### config.mk
export PLATFORM = sky130hd
export DESIGN_NAME = tls_top
export DESIGN_NICKNAME = d
export VERILOG_FILES = /design/src/include/tls_pkg.sv /design/src/include/tls_edge_if.sv /design/src/hdl/tls_edge.sv /design/src/hdl/tls_irq.sv /design/src/hdl/tls_top.sv
export VERILOG_INCLUDE_DIRS = /design/src /design/src/include
export SDC_FILE = /design/constraint.sdc
export NUM_CORES = 1
export LEC_CHECK = 0
export ABC_AREA = 1
export BUFFER_PORTS_ARGS = -buffer_cell sky130_fd_sc_hd__buf_2
export CORE_MARGIN = 5
export CORE_UTILIZATION = 30
export DETAILED_ROUTE_END_ITERATION = 7
export GPL_ROUTABILITY_DRIVEN = 0
export PLACE_DENSITY_LB_ADDON = 0.2
export SYNTH_ARGS = -nofsm -noshare
export SYNTH_HDL_FRONTEND = slang
export SYNTH_SLANG_ARGS = --single-unit
export TNS_END_PERCENT = 10
### constraint.sdc
create_clock -name clk_i -period 5.3 [get_ports clk_i]
set_clock_uncertainty 0.2 [all_clocks]
set_input_delay 0.265 -clock clk_i [delete_from_list [all_inputs] [get_ports clk_i]]
set_output_delay 0.265 -clock clk_i [all_outputs]
set_load 0.005 [all_outputs]
### src/include/tls_cfg.svh
// Purpose: Offsets, field positions and reset values of the level subdivider
// Assumes: Levels are signed Q8.8 fixed point, registers one 32-bit word each
// Notes:   Definitions only
`ifndef TLS_CFG_SVH
`define TLS_CFG_SVH

// Number formats
`define TLS_LVL_W      16
`define TLS_FRAC_BITS  8
`define TLS_CNT_W      8
`define TLS_REL_W      9
`define TLS_REL_ONE    9'h100
`define TLS_LVL_ONE    16'sh0100
`define TLS_LVL_TWO    16'sh0200
`define TLS_NAN_CODE   16'h8000

// Register byte offsets
`define TLS_OFS_CTRL   8'h00
`define TLS_OFS_STAT   8'h04
`define TLS_OFS_MASK   8'h08
`define TLS_OFS_INFO   8'h0C
`define TLS_OFS_VAL0   8'h10
`define TLS_OFS_LOAD   8'h20
`define TLS_OFS_DCNT   8'h24

// Control fields
`define TLS_CTRL_EVAL  0
`define TLS_CTRL_DOM   1
`define TLS_CTRL_SP    3
`define TLS_CTRL_CW    5
`define TLS_CTRL_PT    6
`define TLS_CTRL_W     7
`define TLS_CTRL_RST   7'h00

// Status bits
`define TLS_ST_DISC    0
`define TLS_ST_BADSEL  1
`define TLS_ST_DONE    2
`define TLS_ST_W       3

// Default-level selectors
`define TLS_SEL_OUTER  32'h0000_0001
`define TLS_SEL_INNER  32'h0000_0002

`endif

### src/include/tls_pkg.sv
// Purpose: Types shared by the level subdivider modules
// Assumes: Encodings match the control register fields
// Notes:   Unused codes fall back to the defaults in the core
package tls_pkg;
  typedef enum logic [1:0] {
    TLS_DOM_TRI  = 2'h0,
    TLS_DOM_QUAD = 2'h1,
    TLS_DOM_LINE = 2'h2
  } tls_domain_t;

  typedef enum logic [1:0] {
    TLS_SP_EQUAL = 2'h0,
    TLS_SP_EVEN  = 2'h1,
    TLS_SP_ODD   = 2'h2
  } tls_spacing_t;

  typedef logic signed [15:0] tls_level_t;
endpackage

### src/include/tls_edge_if.sv
// Purpose: Carrier between the core and one edge-level unit
// Assumes: Purely combinational exchange
// Notes:   One instance per level
`timescale 1ns/10ps
`default_nettype none
`include "tls_cfg.svh"
interface tls_edge_if;
  import tls_pkg::*;
  tls_level_t                level;
  tls_spacing_t              spacing;
  logic [`TLS_CNT_W-1:0]     seg;
  logic [`TLS_REL_W-1:0]     frac;
  modport core      (output level, output spacing, input seg, input frac);
  modport edge_side (input level, input spacing, output seg, output frac);
endinterface
`default_nettype wire

### src/hdl/tls_edge.sv
// Purpose: Clamp and round one level into a segment count
// Assumes: Level in signed Q8.8; max level below 128
// Notes:   Pure combinational; the core registers the results
`timescale 1ns/10ps
`default_nettype none
`include "tls_cfg.svh"
module tls_edge import tls_pkg::*; #(
  parameter int unsigned MAX_SUBDIVISION_LEVEL = 64
) (
  tls_edge_if.edge_side e
);
  localparam tls_level_t MAX_Q = tls_level_t'(MAX_SUBDIVISION_LEVEL << `TLS_FRAC_BITS);

  logic             is_even;
  logic             is_odd;
  tls_level_t       lo_w;
  tls_level_t       hi_w;
  tls_level_t       fc_w;
  logic [7:0]       ceil_w;
  logic [7:0]       n_w;
  logic [16:0]      diff_w;

  // Clamp window per spacing; NaN code is the most negative value so it clamps low
  assign is_even = (e.spacing == TLS_SP_EVEN);
  assign is_odd  = (e.spacing == TLS_SP_ODD);
  assign lo_w    = is_even ? `TLS_LVL_TWO : `TLS_LVL_ONE;
  assign hi_w    = is_odd ? tls_level_t'(MAX_Q - `TLS_LVL_ONE) : MAX_Q;
  assign fc_w    = (e.level < lo_w) ? lo_w : ((e.level > hi_w) ? hi_w : e.level);

  // Round up, then to the parity the spacing asks for
  assign ceil_w = 8'(fc_w[15:8] + {7'h00, |fc_w[7:0]});
  assign n_w    = is_even ? 8'(ceil_w + {7'h00, ceil_w[0]}) :
                  is_odd  ? 8'(ceil_w + {7'h00, ~ceil_w[0]}) : ceil_w;

  // Extra segment length relative to the others: 1 - (n - f) / 2
  assign diff_w = {1'b0, n_w, 8'h00} - {1'b0, fc_w};
  assign e.seg  = n_w;
  assign e.frac = (!is_even && !is_odd) || (n_w == 8'h01) ? `TLS_REL_ONE :
                  9'(`TLS_REL_ONE - {1'b0, diff_w[8:1]});
endmodule
`default_nettype wire

### src/hdl/tls_irq.sv
// Purpose: Sticky event status, mask and one level interrupt
// Assumes: Status clears by writing ones
// Notes:   A set in the clearing cycle wins
`timescale 1ns/10ps
`default_nettype none
module tls_irq #(
  parameter int unsigned W = 3
) (
  input  wire logic         clk_i,
  input  wire logic         reset_n_i,
  input  wire logic [W-1:0] set_i,
  input  wire logic [W-1:0] clr_i,
  input  wire logic         mask_we_i,
  input  wire logic [W-1:0] mask_d_i,
  output logic      [W-1:0] status_o,
  output logic      [W-1:0] mask_o,
  output logic              irq_o
);
  logic [W-1:0] status_reg;
  logic [W-1:0] status_next;
  logic [W-1:0] mask_reg;

  // Set beats clear so no event is lost
  assign status_next = (status_reg & ~clr_i) | set_i;

  always_ff @(posedge clk_i or negedge reset_n_i) begin
    if (!reset_n_i) begin
      status_reg <= '0;
      mask_reg   <= '0;
    end else begin
      status_reg <= status_next;
      if (mask_we_i) begin
        mask_reg <= mask_d_i;
      end
    end
  end

  assign status_o = status_reg;
  assign mask_o   = mask_reg;
  assign irq_o    = |(status_reg & mask_reg);
endmodule
`default_nettype wire

### src/hdl/tls_top.sv
// Purpose: Per-patch level selection, discard and edge segment counting
// Assumes: APB slave with zero wait states; levels are signed Q8.8
// Notes:   Mesh building is downstream; this stage hands over counts per patch
`timescale 1ns/10ps
`default_nettype none
`include "tls_cfg.svh"

// Notes on behaviour
// - Without evaluation stage, forward primitives unchanged
// - Triangle, quad and line-strip domains supported
// - Parameter outputs stay within unit range
// - Use stored defaults when patch lacks levels
// - Discard patch on non-positive or NaN outer
// - Relevant outers: quad four, tri three, line two
// - Negative inner levels never discard
// - Spacing equal, even or odd; equal default
// - Equal: clamp one..max, round up
// - Even: clamp two..max, round to even
// - Odd: clamp one..max-1, round to odd
// - Fractional: n-2 equal plus two extra segments
// - Extra length falls as n minus f grows
// - Extra placement depends only on clamped level
// - Winding configurable, counter-clockwise by default
// - Point output gives one point per vertex
// - Bad default selector rejected and flagged
// - Triangle ignores second inner and fourth outer
module tls_top import tls_pkg::*; #(
  parameter int unsigned MAX_SUBDIVISION_LEVEL = 64,
  parameter int unsigned DATA_W                = 32
) (
  input  wire logic              clk_i,
  input  wire logic              reset_n_i,
  input  wire logic              psel_i,
  input  wire logic              penable_i,
  input  wire logic              pwrite_i,
  input  wire logic [7:0]        paddr_i,
  input  wire logic [31:0]       pwdata_i,
  output logic      [31:0]       prdata_o,
  output logic                   pready_o,
  output logic                   pslverr_o,
  input  wire logic              patch_valid_i,
  output logic                   patch_ready_o,
  input  wire logic              patch_has_levels_i,
  input  wire logic [63:0]       patch_outer_i,
  input  wire logic [31:0]       patch_inner_i,
  input  wire logic [DATA_W-1:0] patch_data_i,
  output logic                   out_valid_o,
  input  wire logic              out_ready_i,
  output logic                   out_passthru_o,
  output logic [DATA_W-1:0]      out_data_o,
  output logic [1:0]             out_domain_o,
  output logic                   out_clockwise_winding_o,
  output logic                   out_point_mode_o,
  output logic [31:0]            out_outer_seg_o,
  output logic [15:0]            out_inner_seg_o,
  output logic [35:0]            out_outer_frac_o,
  output logic [17:0]            out_inner_frac_o,
  output logic                   irq_o
);
  localparam int NLVL = 6;

  logic [`TLS_CTRL_W-1:0]  ctrl_reg;
  tls_level_t              val_reg [4];
  tls_level_t              def_lvl_reg [NLVL];
  logic [15:0]             dcnt_reg;
  logic [31:0]             prdata_reg;
  logic                    out_valid_reg;
  logic                    out_pass_reg;
  logic [DATA_W-1:0]       out_data_reg;
  tls_domain_t             out_dom_reg;
  logic                    out_cw_reg;
  logic                    out_pt_reg;
  logic [`TLS_CNT_W-1:0]   seg_reg [NLVL];
  logic [`TLS_REL_W-1:0]   frac_reg [NLVL];
  logic                    out_valid_next;

  logic                    wr_w;
  logic                    rd_setup_w;
  logic                    hit_w;
  logic                    load_w;
  logic                    sel_outer_w;
  logic                    sel_inner_w;
  logic                    bad_sel_w;
  logic                    eval_w;
  logic [1:0]              dom_raw_w;
  logic [1:0]              sp_raw_w;
  tls_domain_t             dom_w;
  tls_spacing_t            spacing_w;
  tls_level_t              lvl_w [NLVL];
  logic [`TLS_CNT_W-1:0]   seg_w [NLVL];
  logic [`TLS_REL_W-1:0]   frac_w [NLVL];
  logic [3:0]              bad_outer_w;
  logic [3:0]              rel_mask_w;
  logic                    discard_w;
  logic                    acc_w;
  logic                    keep_w;
  logic                    done_w;
  logic [`TLS_ST_W-1:0]    st_w;
  logic [`TLS_ST_W-1:0]    mask_w;
  logic [`TLS_ST_W-1:0]    ev_w;
  logic [31:0]             rd_mux_w;

  // APB decode; no wait states so pready is constant
  assign wr_w       = psel_i && penable_i && pwrite_i;
  assign rd_setup_w = psel_i && !penable_i && !pwrite_i;
  assign hit_w      = (paddr_i == `TLS_OFS_CTRL) || (paddr_i == `TLS_OFS_STAT) ||
                      (paddr_i == `TLS_OFS_MASK) || (paddr_i == `TLS_OFS_INFO) ||
                      (paddr_i[7:4] == 4'h1 && paddr_i[1:0] == 2'h0) ||
                      (paddr_i == `TLS_OFS_LOAD) || (paddr_i == `TLS_OFS_DCNT);
  assign pready_o   = 1'b1;
  assign pslverr_o  = psel_i && penable_i && !hit_w;
  assign prdata_o   = prdata_reg;

  // Default-level load: only the two selectors are accepted
  assign load_w      = wr_w && (paddr_i == `TLS_OFS_LOAD);
  assign sel_outer_w = (pwdata_i == `TLS_SEL_OUTER);
  assign sel_inner_w = (pwdata_i == `TLS_SEL_INNER);
  assign bad_sel_w   = load_w && !sel_outer_w && !sel_inner_w;

  // Read mux; staging values sign-extend into the word
  assign rd_mux_w =
    (paddr_i == `TLS_OFS_CTRL) ? {25'h0, ctrl_reg} :
    (paddr_i == `TLS_OFS_STAT) ? {29'h0, st_w} :
    (paddr_i == `TLS_OFS_MASK) ? {29'h0, mask_w} :
    (paddr_i == `TLS_OFS_INFO) ? 32'(MAX_SUBDIVISION_LEVEL) :
    (paddr_i[7:4] == 4'h1)     ? {{16{val_reg[paddr_i[3:2]][15]}}, val_reg[paddr_i[3:2]]} :
    (paddr_i == `TLS_OFS_DCNT) ? {16'h0, dcnt_reg} : 32'h0000_0000;

  // Register writes in the access phase, read capture in the setup phase
  always_ff @(posedge clk_i or negedge reset_n_i) begin
    if (!reset_n_i) begin
      ctrl_reg   <= `TLS_CTRL_RST;
      prdata_reg <= 32'h0000_0000;
      for (int i = 0; i < 4; i++) begin
        val_reg[i] <= `TLS_LVL_ONE;
      end
    end else begin
      if (rd_setup_w) begin
        prdata_reg <= hit_w ? rd_mux_w : 32'h0000_0000;
      end
      if (wr_w && paddr_i == `TLS_OFS_CTRL) begin
        ctrl_reg <= pwdata_i[`TLS_CTRL_W-1:0];
      end
      if (wr_w && paddr_i[7:4] == 4'h1 && paddr_i[1:0] == 2'h0) begin
        val_reg[paddr_i[3:2]] <= pwdata_i[15:0];
      end
    end
  end

  // Stored defaults: four outer, then two inner
  always_ff @(posedge clk_i or negedge reset_n_i) begin
    if (!reset_n_i) begin
      for (int i = 0; i < NLVL; i++) begin
        def_lvl_reg[i] <= `TLS_LVL_ONE;
      end
    end else if (load_w) begin
      for (int i = 0; i < 4; i++) begin
        if (sel_outer_w) begin
          def_lvl_reg[i] <= val_reg[i];
        end
      end
      for (int i = 0; i < 2; i++) begin
        if (sel_inner_w) begin
          def_lvl_reg[4+i] <= val_reg[i];
        end
      end
    end
  end

  // Mode decode; unused codes fall back to triangle and equal spacing
  assign eval_w    = ctrl_reg[`TLS_CTRL_EVAL];
  assign dom_raw_w = ctrl_reg[`TLS_CTRL_DOM +: 2];
  assign sp_raw_w  = ctrl_reg[`TLS_CTRL_SP +: 2];
  assign dom_w     = (dom_raw_w == TLS_DOM_QUAD) ? TLS_DOM_QUAD :
                     (dom_raw_w == TLS_DOM_LINE) ? TLS_DOM_LINE : TLS_DOM_TRI;
  assign spacing_w = (sp_raw_w == TLS_SP_EVEN) ? TLS_SP_EVEN :
                     (sp_raw_w == TLS_SP_ODD)  ? TLS_SP_ODD : TLS_SP_EQUAL;

  // One edge unit per level, fed from the patch or from the defaults
  tls_edge_if eif [NLVL] ();
  for (genvar g = 0; g < NLVL; g++) begin : g_edge
    if (g < 4) begin : g_outer
      assign lvl_w[g] = patch_has_levels_i ? patch_outer_i[g*16 +: 16] : def_lvl_reg[g];
      assign bad_outer_w[g] = (lvl_w[g] <= 16'sh0000);
    end else begin : g_inner
      assign lvl_w[g] = patch_has_levels_i ? patch_inner_i[(g-4)*16 +: 16] : def_lvl_reg[g];
    end
    assign eif[g].level   = lvl_w[g];
    assign eif[g].spacing = spacing_w;
    assign seg_w[g]       = eif[g].seg;
    assign frac_w[g]      = eif[g].frac;
    tls_edge #(
      .MAX_SUBDIVISION_LEVEL (MAX_SUBDIVISION_LEVEL)
    ) u_edge (
      .e (eif[g].edge_side)
    );
  end

  // Discard check over the relevant outers only; inner levels never count
  assign rel_mask_w = (dom_w == TLS_DOM_QUAD) ? 4'hF :
                      (dom_w == TLS_DOM_LINE) ? 4'h3 : 4'h7;
  assign discard_w  = |(bad_outer_w & rel_mask_w);

  // One output stage; ready looks through a draining output
  assign patch_ready_o  = !out_valid_reg || out_ready_i;
  assign acc_w          = patch_valid_i && patch_ready_o;
  assign keep_w         = acc_w && (!eval_w || !discard_w);
  assign done_w         = out_valid_reg && out_ready_i;
  assign out_valid_next = acc_w ? keep_w : (out_valid_reg && !out_ready_i);

  always_ff @(posedge clk_i or negedge reset_n_i) begin
    if (!reset_n_i) begin
      out_valid_reg <= 1'b0;
      dcnt_reg      <= 16'h0000;
    end else begin
      out_valid_reg <= out_valid_next;
      if (acc_w && eval_w && discard_w) begin
        dcnt_reg <= 16'(dcnt_reg + 16'h0001);
      end
    end
  end

  // Captured patch; bypass carries data, domain and flags with zero counts
  always_ff @(posedge clk_i or negedge reset_n_i) begin
    if (!reset_n_i) begin
      out_pass_reg <= 1'b0;
      out_data_reg <= '0;
      out_dom_reg  <= TLS_DOM_TRI;
      out_cw_reg   <= 1'b0;
      out_pt_reg   <= 1'b0;
    end else if (keep_w) begin
      out_pass_reg <= !eval_w;
      out_data_reg <= patch_data_i;
      out_dom_reg  <= dom_w;
      out_cw_reg   <= ctrl_reg[`TLS_CTRL_CW];
      out_pt_reg   <= ctrl_reg[`TLS_CTRL_PT];
    end
  end

  // Counts and fractions; triangle drops the fourth outer and second inner
  always_ff @(posedge clk_i or negedge reset_n_i) begin
    if (!reset_n_i) begin
      for (int i = 0; i < NLVL; i++) begin
        seg_reg[i]  <= '0;
        frac_reg[i] <= '0;
      end
    end else if (keep_w) begin
      for (int i = 0; i < NLVL; i++) begin
        if (!eval_w || (dom_w == TLS_DOM_TRI && (i == 3 || i == 5))) begin
          seg_reg[i]  <= '0;
          frac_reg[i] <= '0;
        end else begin
          seg_reg[i]  <= seg_w[i];
          frac_reg[i] <= frac_w[i];
        end
      end
    end
  end

  // Flatten for the plain port list
  for (genvar g = 0; g < 4; g++) begin : g_out_o
    assign out_outer_seg_o[g*8 +: 8]  = seg_reg[g];
    assign out_outer_frac_o[g*9 +: 9] = frac_reg[g];
  end
  for (genvar g = 0; g < 2; g++) begin : g_out_i
    assign out_inner_seg_o[g*8 +: 8]  = seg_reg[4+g];
    assign out_inner_frac_o[g*9 +: 9] = frac_reg[4+g];
  end
  assign out_valid_o             = out_valid_reg;
  assign out_passthru_o          = out_pass_reg;
  assign out_data_o              = out_data_reg;
  assign out_domain_o            = out_dom_reg;
  assign out_clockwise_winding_o = out_cw_reg;
  assign out_point_mode_o        = out_pt_reg;

  // Events into sticky status
  assign ev_w[`TLS_ST_DISC]   = acc_w && eval_w && discard_w;
  assign ev_w[`TLS_ST_BADSEL] = bad_sel_w;
  assign ev_w[`TLS_ST_DONE]   = done_w;

  tls_irq #(
    .W (`TLS_ST_W)
  ) u_irq (
    .clk_i     (clk_i),
    .reset_n_i (reset_n_i),
    .set_i     (ev_w),
    .clr_i     ((wr_w && paddr_i == `TLS_OFS_STAT) ? pwdata_i[`TLS_ST_W-1:0] : 3'h0),
    .mask_we_i (wr_w && paddr_i == `TLS_OFS_MASK),
    .mask_d_i  (pwdata_i[`TLS_ST_W-1:0]),
    .status_o  (st_w),
    .mask_o    (mask_w),
    .irq_o     (irq_o)
  );
endmodule
`default_nettype wire

## Word level (Yosys, flattened, before mapping)

Index checks and enable logic that the tools add are counted.

| word-level totals | value |
|---|---|
| output and inout port bits | 176 |
| input port bits | 176 |
| word-level logic and storage cells | 248 |
| bits in registers | 361 |

| cells by class | value |
|---|---|
| equal/unequal tests | 22 |
| add/sub/neg operators | 31 |
| $lt $le $gt $ge | 18 |
| bitwise logic cells | 12 |
| reduce and logical (&&, ||, !) cells | 61 |
| muxes and demuxes | 71 |

Operator list:

| operator | count |
|---|---|
| $mux 16 | 22 |
| $mux 32 | 6 |
| $add 8x1->8 | 18 |
| $mux 8 | 18 |
| $mux 9 | 12 |
| $gt 16x16->1 | 6 |
| $bwmux 64 | 1 |
| $le 16x1->1 const B | 4 |
| $lt 16x11->1 | 4 |
| $sub 9x8->9 const A | 6 |
| $sub 9x9->9 | 6 |
| $eq 8x1->1 const B | 6 |
| $reduce_or 8->1 | 6 |
| $bmux 16 s2 | 1 |
| $demux 16 s2 | 1 |
| $eq 32x1->1 const B | 1 |
| $eq 32x2->1 const B | 1 |
| $lt 16x16->1 | 2 |
| $logic_and 1x1->1 | 22 |
| $add 16x1->16 const B | 1 |
| $eq 8x4->1 const B | 2 |
| $eq 8x6->1 const B | 2 |
| $logic_or 1x1->1 | 15 |
| $mux 15 | 1 |
| other kinds (23) | 51 |

## Logic depth before layout (Yosys ltp)

| depth | value |
|---|---|
| depth after elaboration | 18 |
| gate-level depth with buffers | 41 |
| gate-level depth less buffers | 39 |

## By module

From an unflattened synthesis, not the netlist that was laid out.

| unflattened totals | value |
|---|---|
| cells, all modules | 3673 |
| area, all modules | 24663.7 um2 |

Modules (own cells, without submodules):

| module | instances | seq. area each (um2) | area an instance (um2) | cells an instance |
|---|---|---|---|---|
| tls_top | 1 | 8520.7 | 16519.6 | 2208 |
| tls_edge at g_edge[1].u_edge ... | 5 | 0.0 | 1315.0 | 239 |
| tls_edge at g_edge[0].u_edge | 1 | 0.0 | 1331.3 | 245 |
| tls_irq | 1 | 150.1 | 237.7 | 25 |

## Least setup slack after synthesis

OpenSTA, ideal clock, no wires.

| timing path | value |
|---|---|
| path type | reg2reg |
| start point | reg ctrl_reg[4] |
| end point | reg frac_reg, in the netlist out_inner_frac_o[13] |
| library setup time | 116 ps |
| data required time | 4984 ps |
| path slack | 306 ps |
| stages on the path, launching flop included | 37 |
| arrival time | 4678 ps |
| period minus slack after synthesis | 4994 ps |
| buffers on the path | 3 |
| cell sequence | dfrtp_1 > inv_1 > ha_1 > buf_4 > buf_2 > clkinv_1 > clkbuf_1 > ha_1 > nor4_1 > nand3_1 > nand2_1 > inv_2 > nand2_4 > or2_1 > ha_1 > nand4_1 > nor2_1 > inv_1 > ha_1 > nand3b_1 > nand2_1 > inv_2 > ha_1 > nand2_1 > inv_1 > nand3_1 > inv_1 > nand2_1 > nand2_1 > nand2_1 > nand3_1 > nor2_1 > nand3_2 > nand2_2 > inv_2 > nand2_1 > nand2_1 |

| between the ends | value |
|---|---|
| word-level cells in the longest chain between the ends | 18 |
| elaborated cells between the ends (all ways) | 28 |
| those cells by class | 5 x add/sub; 2 x order compare; 5 x eq/ne; 10 x mux; 1 x bitwise; 5 x reduce/logical |

Ends and longest elaborated chain:

| item | line | RTL |
|---|---|---|
| start, declared | tls_top.sv:62 | `` logic [`TLS_CTRL_W-1:0] ctrl_reg; `` |
| start signal, assigned | tls_top.sv:132 | `` ctrl_reg <= `TLS_CTRL_RST; `` |
| start signal, assigned | tls_top.sv:142 | `` ctrl_reg <= pwdata_i[`TLS_CTRL_W-1:0]; `` |
| $eq 2x2->1 | tls_top.sv:177 | `(sp_raw_w == TLS_SP_ODD) ? TLS_SP_ODD : TLS_SP_EQUAL;` |
| $mux 2 | tls_top.sv:177 |  |
| $mux 2 (*) | tls_top.sv:176 | `assign spacing_w = (sp_raw_w == TLS_SP_EVEN) ? TLS_SP_EVEN :` |
| $eq 2x2->1 | tls_edge.sv:25 | `assign is_odd = (e.spacing == TLS_SP_ODD);` |
| $mux 15 | tls_edge.sv:27 | `` assign hi_w = is_odd ? tls_level_t'(MAX_Q - `TLS_LVL_ONE) : MAX_Q; `` |
| $gt 16x16->1 | tls_edge.sv:28 | `assign fc_w = (e.level < lo_w) ? lo_w : ((e.level > hi_w) ? hi_w : e.level);` |
| $mux 16 (2 in a row) | tls_edge.sv:28 |  |
| $reduce_or 8->1 | tls_edge.sv:31 | `assign ceil_w = 8'(fc_w[15:8] + {7'h00, \|fc_w[7:0]});` |
| $add 8x1->8 | tls_edge.sv:31 |  |
| $not 1->1 | tls_edge.sv:33 | `is_odd ? 8'(ceil_w + {7'h00, ~ceil_w[0]}) : ceil_w;` |
| $add 8x1->8 | tls_edge.sv:33 |  |
| $mux 8 | tls_edge.sv:33 |  |
| $mux 8 | tls_edge.sv:32 | `assign n_w = is_even ? 8'(ceil_w + {7'h00, ceil_w[0]}) :` |
| $eq 8x1->1 | tls_edge.sv:38 | `` assign e.frac = (!is_even && !is_odd) \|\| (n_w == 8'h01) ? `TLS_REL_ONE : `` |
| $logic_or 1x1->1 | tls_edge.sv:38 |  |
| $mux 9 (*) | tls_edge.sv:38 |  |
| $mux 9 (*) | tls_top.sv:249 | `if (!eval_w \|\| (dom_w == TLS_DOM_TRI && (i == 3 \|\| i == 5))) begin` |
| end signal, assigned by index | tls_top.sv:254 | `frac_reg[i] <= frac_w[i];` |
| end, declared | tls_top.sv:74 | `` logic [`TLS_REL_W-1:0] frac_reg [NLVL]; `` |

Mark *: on every way between the ends. The rest lies on a longest branch, timed or not.
A chain may end at the register's enable or synchronous reset.

## Worst setup path in the final report

| timing path | value |
|---|---|
| start point | reg ctrl_reg[3] |
| end point | reg frac_reg, in the netlist out_inner_frac_o[5] |

Same word-level chain as after synthesis.

==> flow_summary.ini <==
[worst_hold_path]
hold_class = in2reg

[finish]
layout-drive-gt1-share_pct = 19.7
multi_input_area_sq_mm = 0.0119
fin_area_sq_mm = 0.0278
final_util_pct = 37.3
final_cell_mix = nand2_1 (1177), inv_1 (375), buf_2 (348)
fillers = 7985
layout_commonest_cell = nand2_1
area_growth_pct = 22.8
finalNetCount = 3924
largest_reg_flops = 96
seqCellArea_sq_mm = 0.00867

[global_route]
grt_usage_pct = 19.9
grt_pass1_wl_um = 128000
grt_pass1_vias = 21016
antenna_found_initial = 6
met1_usage_pct = 29.0
grt_util_met3_pct = 3.13
use_met2_pct = 30.8
overflow = 0
grt_busiest_layer = met2
grt_max_degree = 144

[routing]
drt_iter0_markers = 1676
wl_per_cell_um = 17.7
dr.pass1.iters = 7
vias = 22062
routed_wl_um = 83100
ant_nets = 0
drc = 0
viasPerCell = 4.70

[clock_network]
cts_root_buf = clkbuf_16
cts_tree = yes
clock_sinks = 346
path_clk_slew_ps = 60
cts_buffers = 42
clk_latency_ps = 600
clock_path_buffers = 3
htreeDepth = 2

[setup_path]
critPathRequiredTime_ps = 5560
slowest_delay_ps = 400
cp-start-kind = flop
crit_buf_inv = 9
path_class = reg2reg
critPathMaxFanout = 10
crit_family = simple AND/OR/NAND/NOR gates
critPathCaptureType = flop
path_common_cell = nand2_1
arrival_ps = 5170
crit_slowest_cell = dfrtp_1

[timing]
setup_violations = 0
report.final.slew_viol_count = 0
setup_ws_ps = 386
rsz0062_at_grt = true
fin_crit_ps = 4910
slew_headroom_pct = 10.5
max_freq_ghz = 0.203
fin_crit_sh_pct = 92.7
final-hold-violation-count = 0
tightest_slew_ps = 1330

[floorplanning]
die_y_um = 285
initial_core_util_pct = 30.3
ios = 352
core-area_sq_mm = 0.0747
die_area_sq_mm = 0.0811
std_cell_rows = 100
die_w_um = 285

[synthesis]
yosys.cell_types.count = 56
ys_seq_elements = 346
postSynthCellCount = 3277
postSynthAreaPerCell_sq_um = 6.91
synth_warnings = 0
synth-edff-count = 0
async_reset_ff_share_pct = 100
mappedNetlistArea_sq_mm = 0.0227
synth.yosys.seq_area_share_pct = 38.3
synth_nets = 3509
synth_flop_cell = dfrtp_1

[power_and_ir_drop]
power_mw = 7.18
ir_drop_mv = 0.203
powerDensity_mw_per_mm2 = 258
p_leak_nw = 14.9

[run_status]
status = finished, final reports clean

[placement]
place_area_sq_mm = 0.0256
hpwl_um = 65200
pre_cts_slack_ps = 80.7
io_buffer_count = 350

[run]
maxCapViolCount = 0
## tightest hold or removal path, delay by kind of cell
kind | cells | cell delay [ps]
AO/OA/AOI/OAI | 1 | 70
buffers and inverters | 1 | 90
AND/OR/NAND/NOR | 5 | 400
## report_power, final
group          switching, mW  leakage [nW]  internal (mW)  total, mW
clock network           1.21         0.697           1.71       2.92
logic                   1.01          9.48          0.531       1.54
registers             0.0316          4.68           2.70       2.73
## metrics by stage
stage | hold slack, ps | TNS (ps) | std cells
detailed placement | 183 | 0 | 4546
floorplan | -231 | 0 | 3277
global placement | 181 | 0 | 4546
global route | 123 | -273 | 4693
CTS | 20.7 | 0 | 4682
finish | 56.9 | 0 | 4699
## routing by layer
metal / vias to the layer above / share of wire (%)
met2: 551 / 44
met3: 92 / 5.1
met1: 10116 / 49
li1: 11301 / -
met4: 2 / 2.6
met5: - / 0.017
## logic make-up after synthesis
kind of cell    share of synthesized area, %
xor+xnor                                2.31
mux                                     1.34
simple gates                            33.7
buf+inv                                 10.2
other cells                           0.0165
fa+ha+maj                               3.09
compound gates                          11.0
flops                                   38.3
## final cells by class
cell class,count,share of cell area (%)
diodes,6,0.0540
clock buffers,60,4.38
clock inverters,16,0.638
multi-input cells,2377,42.6
well taps,969,4.36
inverters,429,5.81
flip-flops and latches,346,31.2
repair buffers,496,11.0
## final timing paths
| check | startpoint | to | slack (ps) | cells past startpoint |
|---|---|---|---|---|
| min | paddr_i[7] | u_irq.mask_o[0]$_DFFE_PN0P_ | 60 | 7 |
| max in group asynchronous | reset_n_i | out_outer_seg_o[13]$_DFFE_PN0P_ | 3460 | 3 |
| min in group asynchronous | reset_n_i | prdata_o[12]$_DFFE_PN0P_ | 150 | 2 |
| min reg2reg | out_domain_o[1]$_DFFE_PN0P_ | out_domain_o[1]$_DFFE_PN0P_ | 270 | 2 |
| max reg2reg | ctrl_reg[3]$_DFFE_PN0P_ | out_inner_frac_o[5]$_DFFE_PN0P_ | 390 | 37 |
| max | ctrl_reg[3]$_DFFE_PN0P_ | out_inner_frac_o[5]$_DFFE_PN0P_ | 390 | 37 |
## synthesized netlist by cell type, drive strengths merged (4+ instances only)
| library cell | count | area [sq um] |
|---|---|---|
| buf | 60 | 468 |
| nand2 | 1223 | 4710 |
| a31oi | 4 | 25.0 |
| xor2 | 39 | 342 |
| dfrtp | 336 | 8410 |
| nand3b | 9 | 67.6 |
| nand3 | 193 | 1040 |
| o21bai | 7 | 52.6 |
| clkbuf | 65 | 244 |
| dfstp | 10 | 263 |
| inv | 426 | 1600 |
| ha | 56 | 701 |
| nand4 | 82 | 513 |
| a21oi | 35 | 179 |
| a22o | 5 | 43.8 |
| o22ai | 26 | 163 |
| a32o | 14 | 140 |
| o21ai | 325 | 1680 |
| a221oi | 7 | 61.3 |
| nor3 | 15 | 85.1 |
| nor4 | 11 | 68.8 |
| or2 | 23 | 144 |
| xnor2 | 19 | 181 |
| o2111ai | 4 | 35.0 |
| mux2 | 27 | 304 |
| nor2 | 234 | 971 |
## what timing repair did
item | 4_1_cts | 5_1_grt
buffers inserted | 0 | 11
gates resized for setup | 0 | 47
setup endpoints to repair | 0 | 48
hold buffers | 60 | 0
hold endpoints to repair | 209 | 0
No activity file was read; power rests on OpenSTA's default activity.
